$ cat src/include/asc_pkg.sv
// Package: register map, field layout and timing for the converter sequencer
package asc_pkg;
    localparam int          ADDR_W       = 8;
    localparam int          DATA_W       = 32;
    localparam int          RES_W        = 10;
    localparam int          NUM_PAIRS    = 4;
    localparam int          CH_W         = 3;
    // Register byte offsets
    localparam logic [7:0]  OFF_MODE_A   = 8'h00;
    localparam logic [7:0]  OFF_MODE_B   = 8'h04;
    localparam logic [7:0]  OFF_PAIR0    = 8'h08;
    localparam logic [7:0]  OFF_PAIR1    = 8'h0C;
    localparam logic [7:0]  OFF_PAIR2    = 8'h10;
    localparam logic [7:0]  OFF_PAIR3    = 8'h14;
    // converter_mode_reg_a fields
    localparam int          A_START      = 0;
    localparam int          A_SCAN       = 1;
    localparam int          A_REPEAT     = 2;
    localparam int          A_ITM        = 3;
    localparam int          A_BUSY       = 6;
    localparam int          A_EOC        = 7;
    // converter_mode_reg_b fields
    localparam int          B_CH_LSB     = 0;
    localparam int          B_TRIG_EN    = 5;
    localparam int          B_REF_EN     = 7;
    // Result word: result bits 9:2 at [15:8], bits 1:0 at [7:6], pad ones at [5:1], stored flag at [0]
    localparam int          R_HIGH_LSB   = 8;
    localparam int          R_LOW_LSB    = 6;
    localparam logic [4:0]  R_PAD_ONES   = 5'h1F;
    localparam int          R_PAD_LSB    = 1;
    localparam int          R_FLAG       = 0;
    // Reset values
    localparam logic [2:0]  CH_RESET     = 3'h0;
    // AXI responses
    localparam logic [1:0]  RESP_OKAY    = 2'h0;
    localparam logic [1:0]  RESP_SLVERR  = 2'h2;
    // Clock states per channel
    localparam int          CONV_STATES  = 84;
    localparam int          CNT_W        = 7;
    // Fixed repeat mode with the timing bit set interrupts on every fourth result
    localparam logic [1:0]  ROT_LAST     = 2'h3;
endpackage : asc_pkg

$ cat src/include/asc_conv_if.sv
// Interface between the sequencer and the conversion timer
`timescale 1ns/1ns
`default_nettype none
interface asc_conv_if;
    import asc_pkg::*;
    logic                 start;
    logic                 abort;
    logic [CH_W-1:0]      channel;
    logic [CH_W-1:0]      active_ch;
    logic                 sampling;
    logic                 done;
    logic [RES_W-1:0]     result;
    modport seq   (output start, output abort, output channel,
                   input active_ch, input sampling, input done, input result);
    modport timer (input start, input abort, input channel,
                   output active_ch, output sampling, output done, output result);
endinterface : asc_conv_if
`default_nettype wire

$ cat src/verilog/asc_conv_timer.sv
// Conversion timer: paces one channel and captures the result
`timescale 1ns/1ns
`default_nettype none
module asc_conv_timer #(
    parameter int STATES = asc_pkg::CONV_STATES
) (
    // Clock and reset
    input  wire logic            core_clk,
    input  wire logic            rstn,
    // Sequencer side
    asc_conv_if.timer            conv,
    // Analogue core result
    input  wire logic [asc_pkg::RES_W-1:0] core_data
);
    import asc_pkg::*;

    localparam logic [CNT_W-1:0] LAST = CNT_W'(STATES - 1);

    typedef struct packed {
        logic                active;
        logic [CNT_W-1:0]    cnt;
        logic [CH_W-1:0]     ch;
        logic                done;
        logic [RES_W-1:0]    result;
    } asc_tmr_s;

    asc_tmr_s s_reg;
    asc_tmr_s s_next;

    always_comb begin
        s_next      = s_reg;
        s_next.done = 1'b0;
        if (conv.abort) begin
            // Abort outranks start
            s_next.active = 1'b0;
        end else if (conv.start) begin
            s_next.active = 1'b1;
            s_next.cnt    = '0;
            s_next.ch     = conv.channel;
        end else if (s_reg.active) begin
            if (s_reg.cnt == LAST) begin
                s_next.active = 1'b0;
                s_next.done   = 1'b1;
                s_next.result = core_data;
            end else begin
                s_next.cnt = s_reg.cnt + 1'b1;
            end
        end
    end

    always_ff @(posedge core_clk) begin
        if (!rstn) begin
            s_reg <= '0;
        end else begin
            s_reg <= s_next;
        end
    end

    assign conv.active_ch = s_reg.ch;
    assign conv.sampling  = s_reg.active;
    assign conv.done      = s_reg.done;
    assign conv.result    = s_reg.result;
endmodule : asc_conv_timer
`default_nettype wire

$ cat src/verilog/asc_sequencer.sv
// Converter sequencer top: registers, start logic, modes and result pairs
//
// Chosen here: the register offsets and the AXI4-Lite register port.
`timescale 1ns/1ns
`default_nettype none
// Summary of operation
// - Fixed mode converts the input numbered by the channel-select code.
// - Scan codes 0-3 scan from input 0, codes 4-7 from input 4, ascending.
// - Reset clears scan select and sets channel select to 000.
// - Start by writing start bit, or enabled falling edge on trigger input.
// - Busy flag set at start and held while converting.
// - Start written during conversion aborts and restarts from the beginning.
// - Trigger falling edges are ignored while converting.
// - Fixed single: convert once, set end flag, clear busy, interrupt.
// - Scan single: convert group once, set end flag, clear busy, interrupt.
// - Fixed repeat: convert continuously, end flag each result, busy held.
// - Fixed repeat interrupt every conversion, or every fourth when timing bit set.
// - Scan repeat: rescan forever, end flag and interrupt per scan, busy held.
// - Clearing repeat bit: finish current conversion, stop, clear busy.
// - Halt entry stops the converter at once, even mid conversion.
// - Halt release restarts repeat modes from first step; single modes stay stopped.
// - One channel conversion takes 84 clock states.
// - Result pairs are read only; writes leave them unchanged.
// - Fixed repeat stores results into pairs 0,1,2,3 in rotation.
// - Other modes store inputs n and n+4 in pair n.
// - Pair stored flag sets on store, clears on software read.
// - Reading any result also clears the end-of-conversion flag.
module asc_sequencer #(
    parameter int CONV_STATES = asc_pkg::CONV_STATES
) (
    // Clock and reset
    input  wire logic                          core_clk,
    input  wire logic                          rstn,
    // AXI4-Lite write address
    input  wire logic [asc_pkg::ADDR_W-1:0]    s_axi_awaddr,
    input  wire logic                          s_axi_awvalid,
    output var  logic                          s_axi_awready,
    // AXI4-Lite write data
    input  wire logic [asc_pkg::DATA_W-1:0]    s_axi_wdata,
    input  wire logic [3:0]                    s_axi_wstrb,
    input  wire logic                          s_axi_wvalid,
    output var  logic                          s_axi_wready,
    // AXI4-Lite write response
    output var  logic [1:0]                    s_axi_bresp,
    output var  logic                          s_axi_bvalid,
    input  wire logic                          s_axi_bready,
    // AXI4-Lite read address
    input  wire logic [asc_pkg::ADDR_W-1:0]    s_axi_araddr,
    input  wire logic                          s_axi_arvalid,
    output var  logic                          s_axi_arready,
    // AXI4-Lite read data
    output var  logic [asc_pkg::DATA_W-1:0]    s_axi_rdata,
    output var  logic [1:0]                    s_axi_rresp,
    output var  logic                          s_axi_rvalid,
    input  wire logic                          s_axi_rready,
    // Pins and system
    input  wire logic                          external_trigger_input_n,
    input  wire logic                          halt_request,
    // Analogue core
    input  wire logic [asc_pkg::RES_W-1:0]     core_data,
    output var  logic [asc_pkg::CH_W-1:0]      core_channel,
    output var  logic                          core_sample,
    output var  logic                          reference_switch_enable,
    // Event
    output var  logic                          conversion_end_interrupt
);
    import asc_pkg::*;

    typedef enum logic [1:0] {
        ST_IDLE,
        ST_RUN,
        ST_HALT
    } asc_run_e;

    typedef struct packed {
        // Bus
        logic                          awready;
        logic                          awhave;
        logic [ADDR_W-1:0]             awaddr;
        logic                          wready;
        logic                          whave;
        logic [DATA_W-1:0]             wdata;
        logic [3:0]                    wstrb;
        logic                          bvalid;
        logic [1:0]                    bresp;
        logic                          arready;
        logic                          rvalid;
        logic [DATA_W-1:0]             rdata;
        logic [1:0]                    rresp;
        // Mode registers
        logic                          scan;
        logic                          repeat_on;
        logic                          itm;
        logic                          busy;
        logic                          eoc;
        logic [CH_W-1:0]               ch_sel;
        logic                          trig_en;
        logic                          ref_en;
        // Results
        logic [NUM_PAIRS-1:0][RES_W-1:0] res;
        logic [NUM_PAIRS-1:0]          stored;
        // Sequencing
        asc_run_e                      run;
        logic [CH_W-1:0]               cur_ch;
        logic [1:0]                    rot;
        logic                          run_repeat;
        logic                          trig_prev;
        logic                          irq;
        logic                          conv_start;
    } asc_seq_s;

    asc_seq_s s_reg;
    asc_seq_s s_next;

    asc_conv_if conv ();

    asc_conv_timer #(
        .STATES    (CONV_STATES)
    ) u_timer (
        .core_clk  (core_clk),
        .rstn      (rstn),
        .conv      (conv.timer),
        .core_data (core_data)
    );

    // Read word for a result pair
    function automatic logic [DATA_W-1:0] pair_word(input logic [RES_W-1:0] r, input logic f);
        logic [DATA_W-1:0] w;
        w                  = '0;
        w[R_HIGH_LSB +: 8] = r[RES_W-1:2];
        w[R_LOW_LSB +: 2]  = r[1:0];
        w[R_PAD_LSB +: 5]  = R_PAD_ONES;
        w[R_FLAG]          = f;
        return w;
    endfunction : pair_word

    logic              do_write;
    logic              sw_start;
    logic              trig_fall;
    logic              go;
    logic [CH_W-1:0]   first_ch;
    logic [1:0]        pair_idx;
    logic [1:0]        rd_pair;
    logic              rd_is_pair;
    logic              halt_abort;

    always_comb begin
        s_next            = s_reg;
        s_next.irq        = 1'b0;
        s_next.conv_start = 1'b0;
        halt_abort        = 1'b0;
        sw_start          = 1'b0;
        pair_idx          = '0;
        rd_pair           = '0;
        rd_is_pair        = 1'b0;

        // Address and data taken in either order
        if (s_reg.awready && s_axi_awvalid) begin
            s_next.awhave = 1'b1;
            s_next.awaddr = s_axi_awaddr;
        end
        if (s_reg.wready && s_axi_wvalid) begin
            s_next.whave = 1'b1;
            s_next.wdata = s_axi_wdata;
            s_next.wstrb = s_axi_wstrb;
        end
        if (s_reg.bvalid && s_axi_bready) begin
            s_next.bvalid = 1'b0;
        end
        do_write = s_reg.awhave && s_reg.whave && !s_reg.bvalid;
        if (do_write) begin
            s_next.awhave = 1'b0;
            s_next.whave  = 1'b0;
            s_next.bvalid = 1'b1;
            s_next.bresp  = RESP_OKAY;
            unique case (s_reg.awaddr)
                OFF_MODE_A: begin
                    if (s_reg.wstrb[0]) begin
                        s_next.scan      = s_reg.wdata[A_SCAN];
                        s_next.repeat_on = s_reg.wdata[A_REPEAT];
                        s_next.itm       = s_reg.wdata[A_ITM];
                        sw_start         = s_reg.wdata[A_START];
                    end
                end
                OFF_MODE_B: begin
                    if (s_reg.wstrb[0]) begin
                        s_next.ch_sel  = s_reg.wdata[B_CH_LSB +: CH_W];
                        s_next.trig_en = s_reg.wdata[B_TRIG_EN];
                        s_next.ref_en  = s_reg.wdata[B_REF_EN];
                    end
                end
                // Results take the write, keep content
                OFF_PAIR0, OFF_PAIR1, OFF_PAIR2, OFF_PAIR3: begin
                    s_next.bresp = RESP_OKAY;
                end
                default: begin
                    s_next.bresp = RESP_SLVERR;
                end
            endcase
        end

        // Read side effects act as the address is taken
        if (s_reg.rvalid && s_axi_rready) begin
            s_next.rvalid = 1'b0;
        end
        if (s_reg.arready && s_axi_arvalid) begin
            s_next.rvalid = 1'b1;
            s_next.rresp  = RESP_OKAY;
            s_next.rdata  = '0;
            unique case (s_axi_araddr)
                OFF_MODE_A: begin
                    s_next.rdata[A_SCAN]   = s_reg.scan;
                    s_next.rdata[A_REPEAT] = s_reg.repeat_on;
                    s_next.rdata[A_ITM]    = s_reg.itm;
                    s_next.rdata[A_BUSY]   = s_reg.busy;
                    s_next.rdata[A_EOC]    = s_reg.eoc;
                end
                OFF_MODE_B: begin
                    s_next.rdata[B_CH_LSB +: CH_W] = s_reg.ch_sel;
                    s_next.rdata[B_TRIG_EN]        = s_reg.trig_en;
                    s_next.rdata[B_REF_EN]         = s_reg.ref_en;
                end
                OFF_PAIR0, OFF_PAIR1, OFF_PAIR2, OFF_PAIR3: begin
                    rd_is_pair = 1'b1;
                    rd_pair    = 2'((s_axi_araddr - OFF_PAIR0) >> 2);
                end
                default: begin
                    s_next.rresp = RESP_SLVERR;
                end
            endcase
            if (rd_is_pair) begin
                s_next.rdata           = pair_word(s_reg.res[rd_pair], s_reg.stored[rd_pair]);
                s_next.stored[rd_pair] = 1'b0;
                s_next.eoc             = 1'b0;
            end
        end

        // Trigger pin taken as synchronous
        s_next.trig_prev = external_trigger_input_n;
        trig_fall = s_reg.trig_prev && !external_trigger_input_n;
        // Edges while busy are dropped, not queued
        go = (sw_start || (trig_fall && s_reg.trig_en && !s_reg.busy))
             && !halt_request;
        // Scan groups begin at input 0 or 4
        first_ch = s_next.scan ? {s_next.ch_sel[2], 2'b00} : s_next.ch_sel;

        if (go) begin
            // Restart drops a conversion under way
            s_next.run        = ST_RUN;
            s_next.busy       = 1'b1;
            s_next.cur_ch     = first_ch;
            s_next.rot        = '0;
            s_next.run_repeat = s_next.repeat_on;
            s_next.conv_start = 1'b1;
        end else begin
            unique case (s_reg.run)
                ST_IDLE: begin
                    s_next.busy = 1'b0;
                end
                ST_RUN: begin
                    if (halt_request) begin
                        halt_abort = 1'b1;
                        if (s_reg.run_repeat) begin
                            s_next.run = ST_HALT;
                        end else begin
                            s_next.run  = ST_IDLE;
                            s_next.busy = 1'b0;
                        end
                    end else if (conv.done) begin
                        // Fixed repeat rotates pairs; else n and n+4 share pair n
                        pair_idx = (s_reg.run_repeat && !s_reg.scan) ? s_reg.rot
                                                                    : s_reg.cur_ch[1:0];
                        s_next.res[pair_idx]    = conv.result;
                        s_next.stored[pair_idx] = 1'b1;
                        s_next.rot              = s_reg.rot + 1'b1;
                        if (s_reg.run_repeat && !s_reg.repeat_on) begin
                            s_next.run  = ST_IDLE;
                            s_next.busy = 1'b0;
                        end else if (s_reg.scan && s_reg.cur_ch[1:0] != s_reg.ch_sel[1:0]) begin
                            s_next.cur_ch     = s_reg.cur_ch + 1'b1;
                            s_next.conv_start = 1'b1;
                        end else begin
                            s_next.eoc = 1'b1;
                            s_next.irq = !(s_reg.run_repeat && !s_reg.scan && s_reg.itm)
                                         || (s_reg.rot == ROT_LAST);
                            if (s_reg.run_repeat) begin
                                s_next.cur_ch     = first_ch;
                                s_next.conv_start = 1'b1;
                            end else begin
                                s_next.run  = ST_IDLE;
                                s_next.busy = 1'b0;
                            end
                        end
                    end
                end
                ST_HALT: begin
                    // Busy held across halt in repeat modes
                    if (!halt_request) begin
                        s_next.run        = ST_RUN;
                        s_next.cur_ch     = first_ch;
                        s_next.rot        = '0;
                        s_next.conv_start = 1'b1;
                    end
                end
                default: begin
                    s_next.run  = ST_IDLE;
                    s_next.busy = 1'b0;
                end
            endcase
        end

        // Ready only while the slot is free
        s_next.awready = !s_next.awhave;
        s_next.wready  = !s_next.whave;
        s_next.arready = !s_next.rvalid;
    end

    always_ff @(posedge core_clk) begin
        if (!rstn) begin
            s_reg        <= '0;
            s_reg.ch_sel <= CH_RESET;
            s_reg.run    <= ST_IDLE;
        end else begin
            s_reg <= s_next;
        end
    end

    assign conv.start    = s_reg.conv_start;
    assign conv.abort    = halt_abort;
    assign conv.channel  = s_reg.cur_ch;

    assign s_axi_awready            = s_reg.awready;
    assign s_axi_wready             = s_reg.wready;
    assign s_axi_bresp              = s_reg.bresp;
    assign s_axi_bvalid             = s_reg.bvalid;
    assign s_axi_arready            = s_reg.arready;
    assign s_axi_rdata              = s_reg.rdata;
    assign s_axi_rresp              = s_reg.rresp;
    assign s_axi_rvalid             = s_reg.rvalid;
    assign core_channel             = conv.active_ch;
    assign core_sample              = conv.sampling;
    // Settle wait is left to software
    assign reference_switch_enable  = s_reg.ref_en;
    assign conversion_end_interrupt = s_reg.irq;
endmodule : asc_sequencer
`default_nettype wire

$ cat config.mk
export PLATFORM = sky130hd
export DESIGN_NAME = asc_sequencer
export DESIGN_NICKNAME = d
export VERILOG_FILES = /design/src/include/asc_pkg.sv /design/src/include/asc_conv_if.sv /design/src/verilog/asc_conv_timer.sv /design/src/verilog/asc_sequencer.sv
export SDC_FILE = /design/constraint.sdc
export NUM_CORES = 1
export LEC_CHECK = 0
export ABC_AREA = 1
export BUFFER_PORTS_ARGS = -buffer_cell sky130_fd_sc_hd__buf_2
export CORE_MARGIN = 3
export CORE_UTILIZATION = 59
export DETAILED_ROUTE_END_ITERATION = 8
export GPL_ROUTABILITY_DRIVEN = 0
export GPL_TIMING_DRIVEN = 0
export MAX_ROUTING_LAYER = met4
export PLACE_DENSITY = 0.85
export SYNTH_ARGS = -nofsm -noshare
export SYNTH_HDL_FRONTEND = slang
export SYNTH_SLANG_ARGS = --single-unit
export TNS_END_PERCENT = 10
$ cat constraint.sdc
create_clock -name core_clk -period 4.3 [get_ports core_clk]
set_input_delay 0.86 -clock core_clk [delete_from_list [all_inputs] [get_ports core_clk]]
set_output_delay 0.86 -clock core_clk [all_outputs]
set_load 0.02 [all_outputs]
==> results of run 1 <==
-- metal layers --
layer / vias up / wire length (µm)
met5: - / 0
li1: 2869 / -
met3: 34 / 1160
met1: 2576 / 6580
met4: 0 / 344
met2: 211 / 6760
-- power by group through the flow --
stage | combinational, µW | sequential (µW) | clock, µW
floorplan | 229 | 1260 | 0
global placement | 306 | 1260 | 0
detailed placement | 311 | 1260 | 0
CTS | 317 | 1240 | 1390
global route | 359 | 1240 | 1440
finish | 320 | 1240 | 1390
-- cell usage after synthesis (all sizes together) --
cell    number  share of area
o41ai        1         0.0015
xor2         2         0.0029
nor3         9          0.010
o31ai        2         0.0025
conb         1        0.00063
nand2      169           0.11
a31oi        1         0.0011
buf         53          0.064
o21ai       74          0.063
nand3b       1         0.0013
a211oi       8          0.011
inv         88          0.055
clkinv       2         0.0013
or2          3         0.0032
nor3b        2         0.0025
a21oi       79          0.067
nand4        7         0.0074
clkbuf      18          0.011
ha           6          0.013
a41oi        1         0.0015
nor2       135          0.090
nand3       55          0.049
dfxtp      127           0.43
-- through the flow --
| step | utilization | setup WS [ns] |
|---|---|---|
| after floorplan | - | 2.40 |
| after global placement | 0.668 | 1.99 |
| after detailed placement | 0.668 | 1.94 |
| after CTS | 0.727 | 2.31 |
| after global routing | 0.727 | 2.27 |
| final | 0.727 | 2.30 |
-- layout by cell type, fill, tap and decap left out, types with 2 or more instances in the layout --
cell and count:
inv_6 4, nand2_4 4, nand2_1 160, ha_1 6
nor2_4 2, nor2_1 127, inv_1 76, nor2_2 6
nand4_1 7, clkinv_4 4, clkinvlp_4 3, bufinv_16 2
buf_6 2, conb_1 18, o21ai_1 13, o21ai_2 2
nor3b_1 2, clkbuf_16 16, nand2_2 5, clkinv_1 2
buf_4 42, nand3_1 52, a211oi_1 7, buf_1 2
or2_1 2, nand3_2 3, a21oi_1 78, xor2_1 2
dfxtp_1 127, o21ai_0 59, o31ai_1 2, inv_2 12
buf_2 75, nor3_1 7, clkbuf_1 19
-- path summary, 6_finish.rpt --
path                                startpoint             end  slack (ns)  cells after the start
worst min-delay path                 s_reg[41]       s_reg[41]        0.45                      2
worst max-delay path            s_axi_rdata[1]  s_axi_rdata[1]        2.30                      2
worst max register to register       s_reg[10]       s_reg[35]        2.38                     10
worst min register to register       s_reg[41]       s_reg[41]        0.45                      2
-- area by class of cell --
class | count | area, µm²
clock buffer | 18 | 418
tap | 133 | 166
multi-input combinational | 573 | 2690
sequential | 127 | 2540
clock inverter | 14 | 158
fill | 797 | 2670
inverter | 90 | 338
buffer | 71 | 448
timing repair buffer | 68 | 340
-- kinds of logic (layout without fill, tap and decap cells) --
kind of cell / Yosys count / in the layout / share of synthesized area
flip-flops: 127 / 127 / 0.427
AND/OR/NAND/NOR: 381 / 381 / 0.277
AO/OA/AOI/OAI: 166 / 166 / 0.148
other: 1 / 18 / 0.000630
XOR/XNOR: 2 / 2 / 0.00294
buffers and inverters: 161 / 261 / 0.132
adder cells (fa/ha/maj): 6 / 6 / 0.0126
-- critical path, cell delays in order, from the launching register on --
cell and delay (ns):
dfxtp_1 0.35, buf_4 0.12, buf_2 0.15
==> impl_metrics.yaml, run 1 <==
critical_path:
  crit_type: "flip-flop to output pin"
  path_max_fanout: 2
  startpoint_type: "flip-flop"
  required_ns: 3.44
  cp.arrival_ns: 1.14
  end_kind: "output pin"
global_route:
  grt-ovfl-total: 0
  use_met3: 0.0595
  grt_pass1_wl_um: 23700
  grt_max_degree: 17
  grt_pass1_vias: 5042
  use_met1: 0.347
  grt_use_total: 0.269
  grt_util_met2: 0.421
  antenna_found_initial: 0
  grt-busiest-layer: "met2"
floorplan:
  dieArea_um2: 11300
  io_pins: 118
  initial_core_util: 0.609
  die_x_um: 106
  coreArea_um2: 9770
  rows: 36
  die_h_um: 106
timing:
  clock_skew_ns: 0.00939
  worst_slew_pin_slew_ns: 0.667
  finalSetupViolCount: 0
  timing.hold.ws_ns: 0.455
  min_period_over_period: 0.466
  hold_viol: 0
  fin_tns_setup_ns: 0
  fmaxAchievable_ghz: 0.499
  period_needed_ns: 2.00
  rsz0062_at_grt: "false"
  slew_headroom: 0.555
  final-max-slew-violation-count: 0
clocking:
  cts_hold_buf: 0
  root_buffer: "clkbuf_8"
  cts_tree: "built"
  cts_resized: 0
  clk_path_buf_depth: 2
  cts_setup_buffers: 0
  clock_sinks: 127
  clock_latency_ns: 0.53
  h-tree-depth: 4
  numCtsBuffers: 17
  clk_pin_slew_ns: 0.06
route:
  drt-initial-drc-count: 476
  routed_wl_um: 14800
  vias: 5690
  postRouteAntennaNets: 0
  drt_first_pass_iters: 6
  drcViolationCount: 0
  wire_per_inst_um: 13.6
  via_per_inst: 5.20
layout:
  area_delta_synth_final_pct: 19.2
  largest_register_ffs: 76
  fin_cells: 1094
  nNetsFinal: 1025
  stdcell_area_um2: 7100
  n_antenna_cell: 0
  drive_gt1_frac: 0.197
place:
  placed_area_um2: 6530
  io_buffer_count: 68
  dpl.hpwl_um: 10400
  place_inst: 1062
power_and_ir_drop:
  vdd_drop_max_v: 0.000255
  pwr_density_cell_nw_per_um2: 416
  total_power_uw: 2950
  combPwrFrac: 0.109
  power.leakage_uw: 0.00338
  swShare: 0.269
  p_int_uw: 2160
  pwr-share-clk: 0.472
  pwr-share-seq: 0.420
  switching_power_uw: 795
yosys:
  ys.warnings.count: 0
  synth-seq-area-share: 0.427
  syn_avg_cell_area_um2: 7.06
  ys_ff_latch: 127
  synthCells: 844
  syn_area_um2: 5960
  synth_cell_type_count: 39
run:
  maxCapViolations: 0
status:
  outcome: "completed"
min_path:
  hp-class: "flip-flop to flip-flop"
No activity file was read; power rests on OpenSTA's default activity.
==> run 2, diff against run 1 <==
--- a/config.mk
+++ b/config.mk
@@ -5,15 +5,15 @@
 export SDC_FILE = /design/constraint.sdc
 export NUM_CORES = 1
 export LEC_CHECK = 0
-export ABC_AREA = 1
+export ABC_AREA = 0
 export BUFFER_PORTS_ARGS = -buffer_cell sky130_fd_sc_hd__buf_2
 export CORE_MARGIN = 3
-export CORE_UTILIZATION = 59
+export CORE_UTILIZATION = 55
 export DETAILED_ROUTE_END_ITERATION = 8
 export GPL_ROUTABILITY_DRIVEN = 0
 export GPL_TIMING_DRIVEN = 0
 export MAX_ROUTING_LAYER = met4
-export PLACE_DENSITY = 0.85
+export PLACE_DENSITY = 0.8
 export SYNTH_ARGS = -nofsm -noshare
 export SYNTH_HDL_FRONTEND = slang
 export SYNTH_SLANG_ARGS = --single-unit
==> constraint.sdc (replaced) <==
create_clock -name core_clk -period 2.1 [get_ports core_clk]
set_input_delay 0.42 -clock core_clk [delete_from_list [all_inputs] [get_ports core_clk]]
set_output_delay 0.42 -clock core_clk [all_outputs]
set_load 0.02 [all_outputs]
==> run 2 against run 1 <==
Net effect: cell count down 17%; clock skew down 0.0013 ns; sequential share of layout area up 0.23 points; the flow now finishes with violations (negative setup slack); highest routed layer unchanged; clock power up 100%; via count down 8.8%; critical path depth up 4; core utilization down 2.1 points; combinational power up 6.9%; routed wire length up 1.2%; largest cell class unchanged; global-route usage down 0.58 points; synthesized cell count down 22%.
==> impl_metrics.yaml, run 2 <==
layout:
  area_delta_synth_final_pct: 22.1
  layout.cells.most_common: "dfxtp_1"
  n_antenna_cell: 0
  nNetsFinal: 844
  fin_cells: 913
  nFillCells: 800
  largest_register_ffs: 76
  drive_gt1_frac: 0.222
  layout_common_cells: "dfxtp_1 (126), nor2_1 (87), buf_2 (69)"
timing:
  hold_viol: 0
  period_needed_ns: 2.23
  min_period_over_period: 1.06
  fmaxAchievable_ghz: 0.448
  final.setup.worst_slack_ns: -0.134
  final-max-slew-violation-count: 0
  finalSetupViolCount: 36
  worst_slew_pin_slew_ns: 0.720
  clock_skew_ns: 0.00808
  fin_tns_setup_ns: -1.16
  rsz0062_at_grt: "true"
  slew_headroom: 0.518
floorplan:
  io_pins: 118
  initial_core_util: 0.578
  die_x_um: 109
  coreArea_um2: 10000
  die_h_um: 109
  dieArea_um2: 11800
  rows: 36
critical_path:
  required_ns: 2.51
  startpoint_type: "flip-flop"
  path_max_fanout: 6
  cp.arrival_ns: 2.64
  end_kind: "flip-flop"
  crit_type: "flip-flop to flip-flop"
status:
  violations: "negative setup slack"
  outcome: "complete, but fails checks"
power_and_ir_drop:
  pwr_density_cell_nw_per_um2: 798
  vdd_drop_max_v: 0.000578
  power.leakage_uw: 0.00313
  total_power_uw: 5630
route:
  via_per_inst: 5.69
  drt_first_pass_iters: 5
  postRouteAntennaNets: 0
  wire_per_inst_um: 16.4
  routed_wl_um: 15000
  vias: 5192
  drcViolationCount: 0
  drt-initial-drc-count: 589
global_route:
  grt_pass1_wl_um: 23600
  grt_use_total: 0.263
  grt_pass1_vias: 4854
  use_met1: 0.341
  use_met3: 0.0615
  grt_util_met2: 0.406
  grt-busiest-layer: "met2"
  grt_max_degree: 17
  grt-ovfl-total: 0
  antenna_found_initial: 0
place:
  dpl.hpwl_um: 10200
  place_inst: 875
  dp_slack_ns: -0.477
  io_buffer_count: 67
yosys:
  ys_ff_latch: 127
  syn_avg_cell_area_um2: 8.78
  post-synth-top-count-cell: "dfxtp_1"
  synth-edff-count: 0
  synth-seq-area-share: 0.440
  synthCells: 658
  synth_top_family_by_area: "simple AND/OR/NAND/NOR gates"
  synthTopCellsByArea: "dfxtp_1 (44%), mux2i_1 (11%), nor2_1 (5.8%)"
  yosys.area_share.simple: 0.189
  synth_ff_type: "dfxtp_1"
  syn_area_um2: 5780
  muxShareOfSynthArea: 0.122
  synth_xor_xnor_area_share: 0.0136
  synthArstFlopShare: 0
  synth_adder_area_share: 0.0130
  ys.warnings.count: 0
  synth_top_cells_by_count: "dfxtp_1 (127), nor2_1 (89), mux2i_1 (65), nand2_1 (60), a21oi_1 (48)"
  synth.top_cell.area_share: 0.440
  synth_cell_type_count: 57
  synth_compound_area_frac: 0.139
  synth_area_leader_cell: "dfxtp_1"
clocking:
  cts_tree: "built"
  cts_hold_buf: 0
  clock_latency_ns: 0.52
  root_buffer: "clkbuf_8"
  clk_path_buf_depth: 2
  numCtsBuffers: 17
  clk_pin_slew_ns: 0.06
  h-tree-depth: 4
  clock_sinks: 127
min_path:
  hp-class: "primary input to flip-flop"
run:
  maxCapViolations: 0
## run 2: power breakdown
part           switching (µW)  internal, µW  total [µW]
clock network            1100          1730        2830
registers                22.4          2440        2470
logic                     218           124         342
## run 2: metrics by stage
stage	hold slack [ns]	util	instance area (µm²)
detailed placement	0.451	0.635	6350
finish	0.124	0.706	7060
CTS	0.120	0.701	7010
global placement	0.446	0.635	6350
global route	0.129	0.706	7060
floorplan	0.432	-	5850
## run 2: layer usage
metal,vias to the layer above,wire [µm],share of wire
met5,-,0,0
met4,0,407,0.027
met3,60,1420,0.095
met2,291,6740,0.45
met1,2381,6450,0.43
li1,2460,-,-
## run 2: worst paths after layout
path | from | slack (ns) | to | cells after the start
setup / recovery | s_reg[143] | -0.13 | conv.channel[0] | 6
hold / removal | core_data[3] | 0.12 | u_timer.conv.result[3] | 3
setup reg to reg | s_reg[143] | -0.13 | conv.channel[0] | 6
hold reg to reg | u_timer.conv.active_ch[2] | 0.45 | u_timer.conv.active_ch[2] | 2
## run 2: cell families (layout without fill, tap and decap cells)
| group | count (synthesis) | count (layout) |
|---|---|---|
| AOI/OAI and AO/OA | 127 | 127 |
| and+or+nand+nor | 233 | 233 |
| other | 1 | 18 |
| xor gates and xnor gates | 9 | 9 |
| buffers and inverters | 86 | 191 |
| DFF | 127 | 127 |
| muxes | 69 | 69 |
| adders and majority gates | 6 | 6 |
## run 2: what timing repair did
item / 4_1_cts / 5_1_grt
endpoints found under the setup margin: 63 / 68
gates resized for setup: 19 / 11
hold endpoints to repair: 0 / 0
pin swaps: 5 / 5
cloned: 0 / 1
setup buffers: 3 / 2
## run 2: area by class of cell
class | count | area (µm²) | area share
Buffer | 74 | 468 | 0.0663
Clock buffer | 20 | 435 | 0.0617
Clock inverter | 12 | 134 | 0.0190
Inverter | 12 | 45.0 | 0.00638
Multi-Input combinational cell | 462 | 2890 | 0.409
Sequential cell | 127 | 2540 | 0.360
Tap cell | 133 | 166 | 0.0236
Timing Repair Buffer | 73 | 380 | 0.0539
## run 2: worst max-delay path, cell delays in order, from the launching register on
cell     delay [ns]
dfxtp_2        0.32
or4_4          0.56
nor4_4         0.26
a31oi_4        0.17
or2_4          0.26
a221o_1        0.30
a32o_1         0.25
==> run 3, diff against run 2 <==
--- a/config.mk
+++ b/config.mk
@@ -8,12 +8,12 @@
 export ABC_AREA = 0
 export BUFFER_PORTS_ARGS = -buffer_cell sky130_fd_sc_hd__buf_2
 export CORE_MARGIN = 3
-export CORE_UTILIZATION = 55
+export CORE_UTILIZATION = 47
 export DETAILED_ROUTE_END_ITERATION = 8
 export GPL_ROUTABILITY_DRIVEN = 0
 export GPL_TIMING_DRIVEN = 0
 export MAX_ROUTING_LAYER = met4
-export PLACE_DENSITY = 0.8
+export PLACE_DENSITY = 0.7
 export SYNTH_ARGS = -nofsm -noshare
 export SYNTH_HDL_FRONTEND = slang
 export SYNTH_SLANG_ARGS = --single-unit
==> run 3 against run 2 <==
Net effect: the flow still finishes with violations (negative setup slack); clock power down 5%; count of clock-buffer cells in the layout rose by 3; global-route usage fell by 3.5 points; sequential share of layout area fell by 0.54 points; worst hold slack improved by 0.11 ns; non-clock buffer count up 10; via count is 1.1% lower; first-iteration DRC count is 20% lower; fmax shrank 1.9%; flip-flop and latch count is the same; core utilization shrank 9.4 points.
==> impl_metrics.yaml, run 3 (synthesis results as in run 2) <==
status:
  outcome: "complete, but fails checks"
  violations: "negative setup slack"
power_and_ir_drop:
  swShare: 0.231
  pwr_density_cell_nw_per_um2: 767
  switching_power_uw: 1270
  combPwrFrac: 0.062
  pwr-share-seq: 0.449
  pwr-share-clk: 0.488
  total_power_uw: 5490
  vdd_drop_max_v: 0.000460
  p_int_uw: 4220
  power.leakage_uw: 0.00320
layout:
  drive_gt1_frac: 0.237
  n_antenna_cell: 0
  area_delta_synth_final_pct: 24.0
  layout.cells.most_common: "dfxtp_1"
  largest_register_ffs: 76
  nNetsFinal: 854
  layout_common_cells: "dfxtp_1 (126), nor2_1 (86), buf_2 (67)"
  fin_util: 0.612
  fin_cells: 933
timing:
  timing.hold.ws_ns: 0.238
  fmaxAchievable_ghz: 0.439
  slew_headroom: 0.434
  final-max-slew-violation-count: 0
  min_period_over_period: 1.08
  hold_viol: 0
  rsz0062_at_grt: "true"
  period_needed_ns: 2.28
  final.setup.worst_slack_ns: -0.178
  worst_slew_pin_slew_ns: 0.846
  finalSetupViolCount: 27
  clock_skew_ns: 0.00689
clocking:
  root_buffer: "clkbuf_16"
  clk_pin_slew_ns: 0.05
  clock_latency_ns: 0.41
  clock_sinks: 127
  clk_path_buf_depth: 2
  numCtsBuffers: 17
  h-tree-depth: 4
  cts_tree: "built"
place:
  dp_slack_ns: -0.391
  place_inst: 885
  io_buffer_count: 67
  dpl.hpwl_um: 10300
route:
  routed_wl_um: 14900
  postRouteAntennaNets: 0
  drt-initial-drc-count: 469
  wire_per_inst_um: 16.0
  drcViolationCount: 0
  via_per_inst: 5.50
  vias: 5134
  drt_first_pass_iters: 5
min_path:
  min_from: "core_data[4]"
  hold_end: "u_timer.conv.result[4]"
  hp-class: "primary input to flip-flop"
  hold_depth: 3
critical_path:
  required_ns: 2.40
  startpoint_type: "flip-flop"
  r2r_slack_ns: -0.18
  crit_type: "flip-flop to flip-flop"
  timing.rr.start: "s_reg[143]"
  end_kind: "flip-flop"
  r2r_end: "conv.channel[0]"
  path_max_fanout: 5
  cp.arrival_ns: 2.58
  reg2reg_depth: 6
floorplan:
  initial_core_util: 0.493
  io_pins: 118
  dieArea_um2: 13700
  die_x_um: 117
  die_h_um: 117
  rows: 39
  coreArea_um2: 11700
global_route:
  antenna_found_initial: 0
  use_met3: 0.0488
  grt_use_total: 0.228
  grt_pass1_vias: 4715
  grt_max_degree: 17
  use_met1: 0.312
  grt-busiest-layer: "met2"
  grt_util_met2: 0.333
  grt_pass1_wl_um: 23500
  grt-ovfl-total: 0
run:
  maxCapViolations: 0
## run 3: changes by cell type in the layout (fill, tap and decap cells not counted), sizes merged
cell / previous run / this run
inv: 15 / 11
clkinv: 5 / 6
bufinv: 2 / 0
buf: 122 / 131
clkinvlp: 2 / 4
clkbuf: 45 / 49
## run 3: final cells by class
class                           instances  area (µm²)
Fill cell                            1015        4540
Multi-Input combinational cell        462        2910
Sequential cell                       127        2540
Clock buffer                           23         498
Buffer                                 74         475
Timing Repair Buffer                   83         453
Tap cell                              143         179
Clock inverter                          9        58.8
Inverter                               12        45.0
## run 3: power by group through the flow
stage / Clock, µW / Sequential (µW) / Combinational [µW]
floorplan: 0 / 2520 / 221
global placement: 0 / 2520 / 330
detailed placement: 0 / 2520 / 337
CTS: 2710 / 2470 / 339
global route: 2840 / 2470 / 378
finish: 2680 / 2470 / 343
## run 3: repair_timing
item / CTS / global route
pin swaps: 6 / 7
cloned: 0 / 2
setup buffers: 4 / 11
gates resized for setup: 18 / 26
hold buffers: 0 / 0
endpoints found under the setup margin: 62 / 77
## run 3: metal layers
layer,share of wire,up-vias,routed length [µm]
met5,0,-,0
met3,0.071,18,1060
met4,0.015,0,218
met1,0.47,2411,6950
li1,-,2483,-
met2,0.45,222,6690
## run 3: worst max-delay path, stage by stage, from the launching register on
cell     delay (ns)
dfxtp_2        0.31
or4_4          0.56
or4_4          0.58
nand2_1        0.09
a21oi_1        0.06
a221o_1        0.28
a32o_2         0.27
## run 3: per-stage QoR
step                TNS (ns)  area (µm²)
detailed placement    -19.44        6360
finish                 -1.11        7170
global route           -6.03        7170
global placement      -18.29        6360
CTS                    -3.78        7020
floorplan             -0.134        5850
## run 3: how the worst max path moves through the flow
stage | from | slack, ns | to | depth (start not counted)
6_report | s_reg[143] | -0.18 | conv.channel[0] | 6
5_1_grt | s_reg[143] | -0.25 | conv.channel[1] | 9
4_1_cts | s_reg[143] | -0.23 | conv.channel[0] | 6
3_5_place_dp | s_reg[10] | -0.39 | u_timer.conv.result[3] | 8
3_3_place_gp | s_reg[147] | -0.37 | conv.channel[0] | 6
2_1_floorplan | s_reg[147] | -0.13 | conv.channel[0] | 6
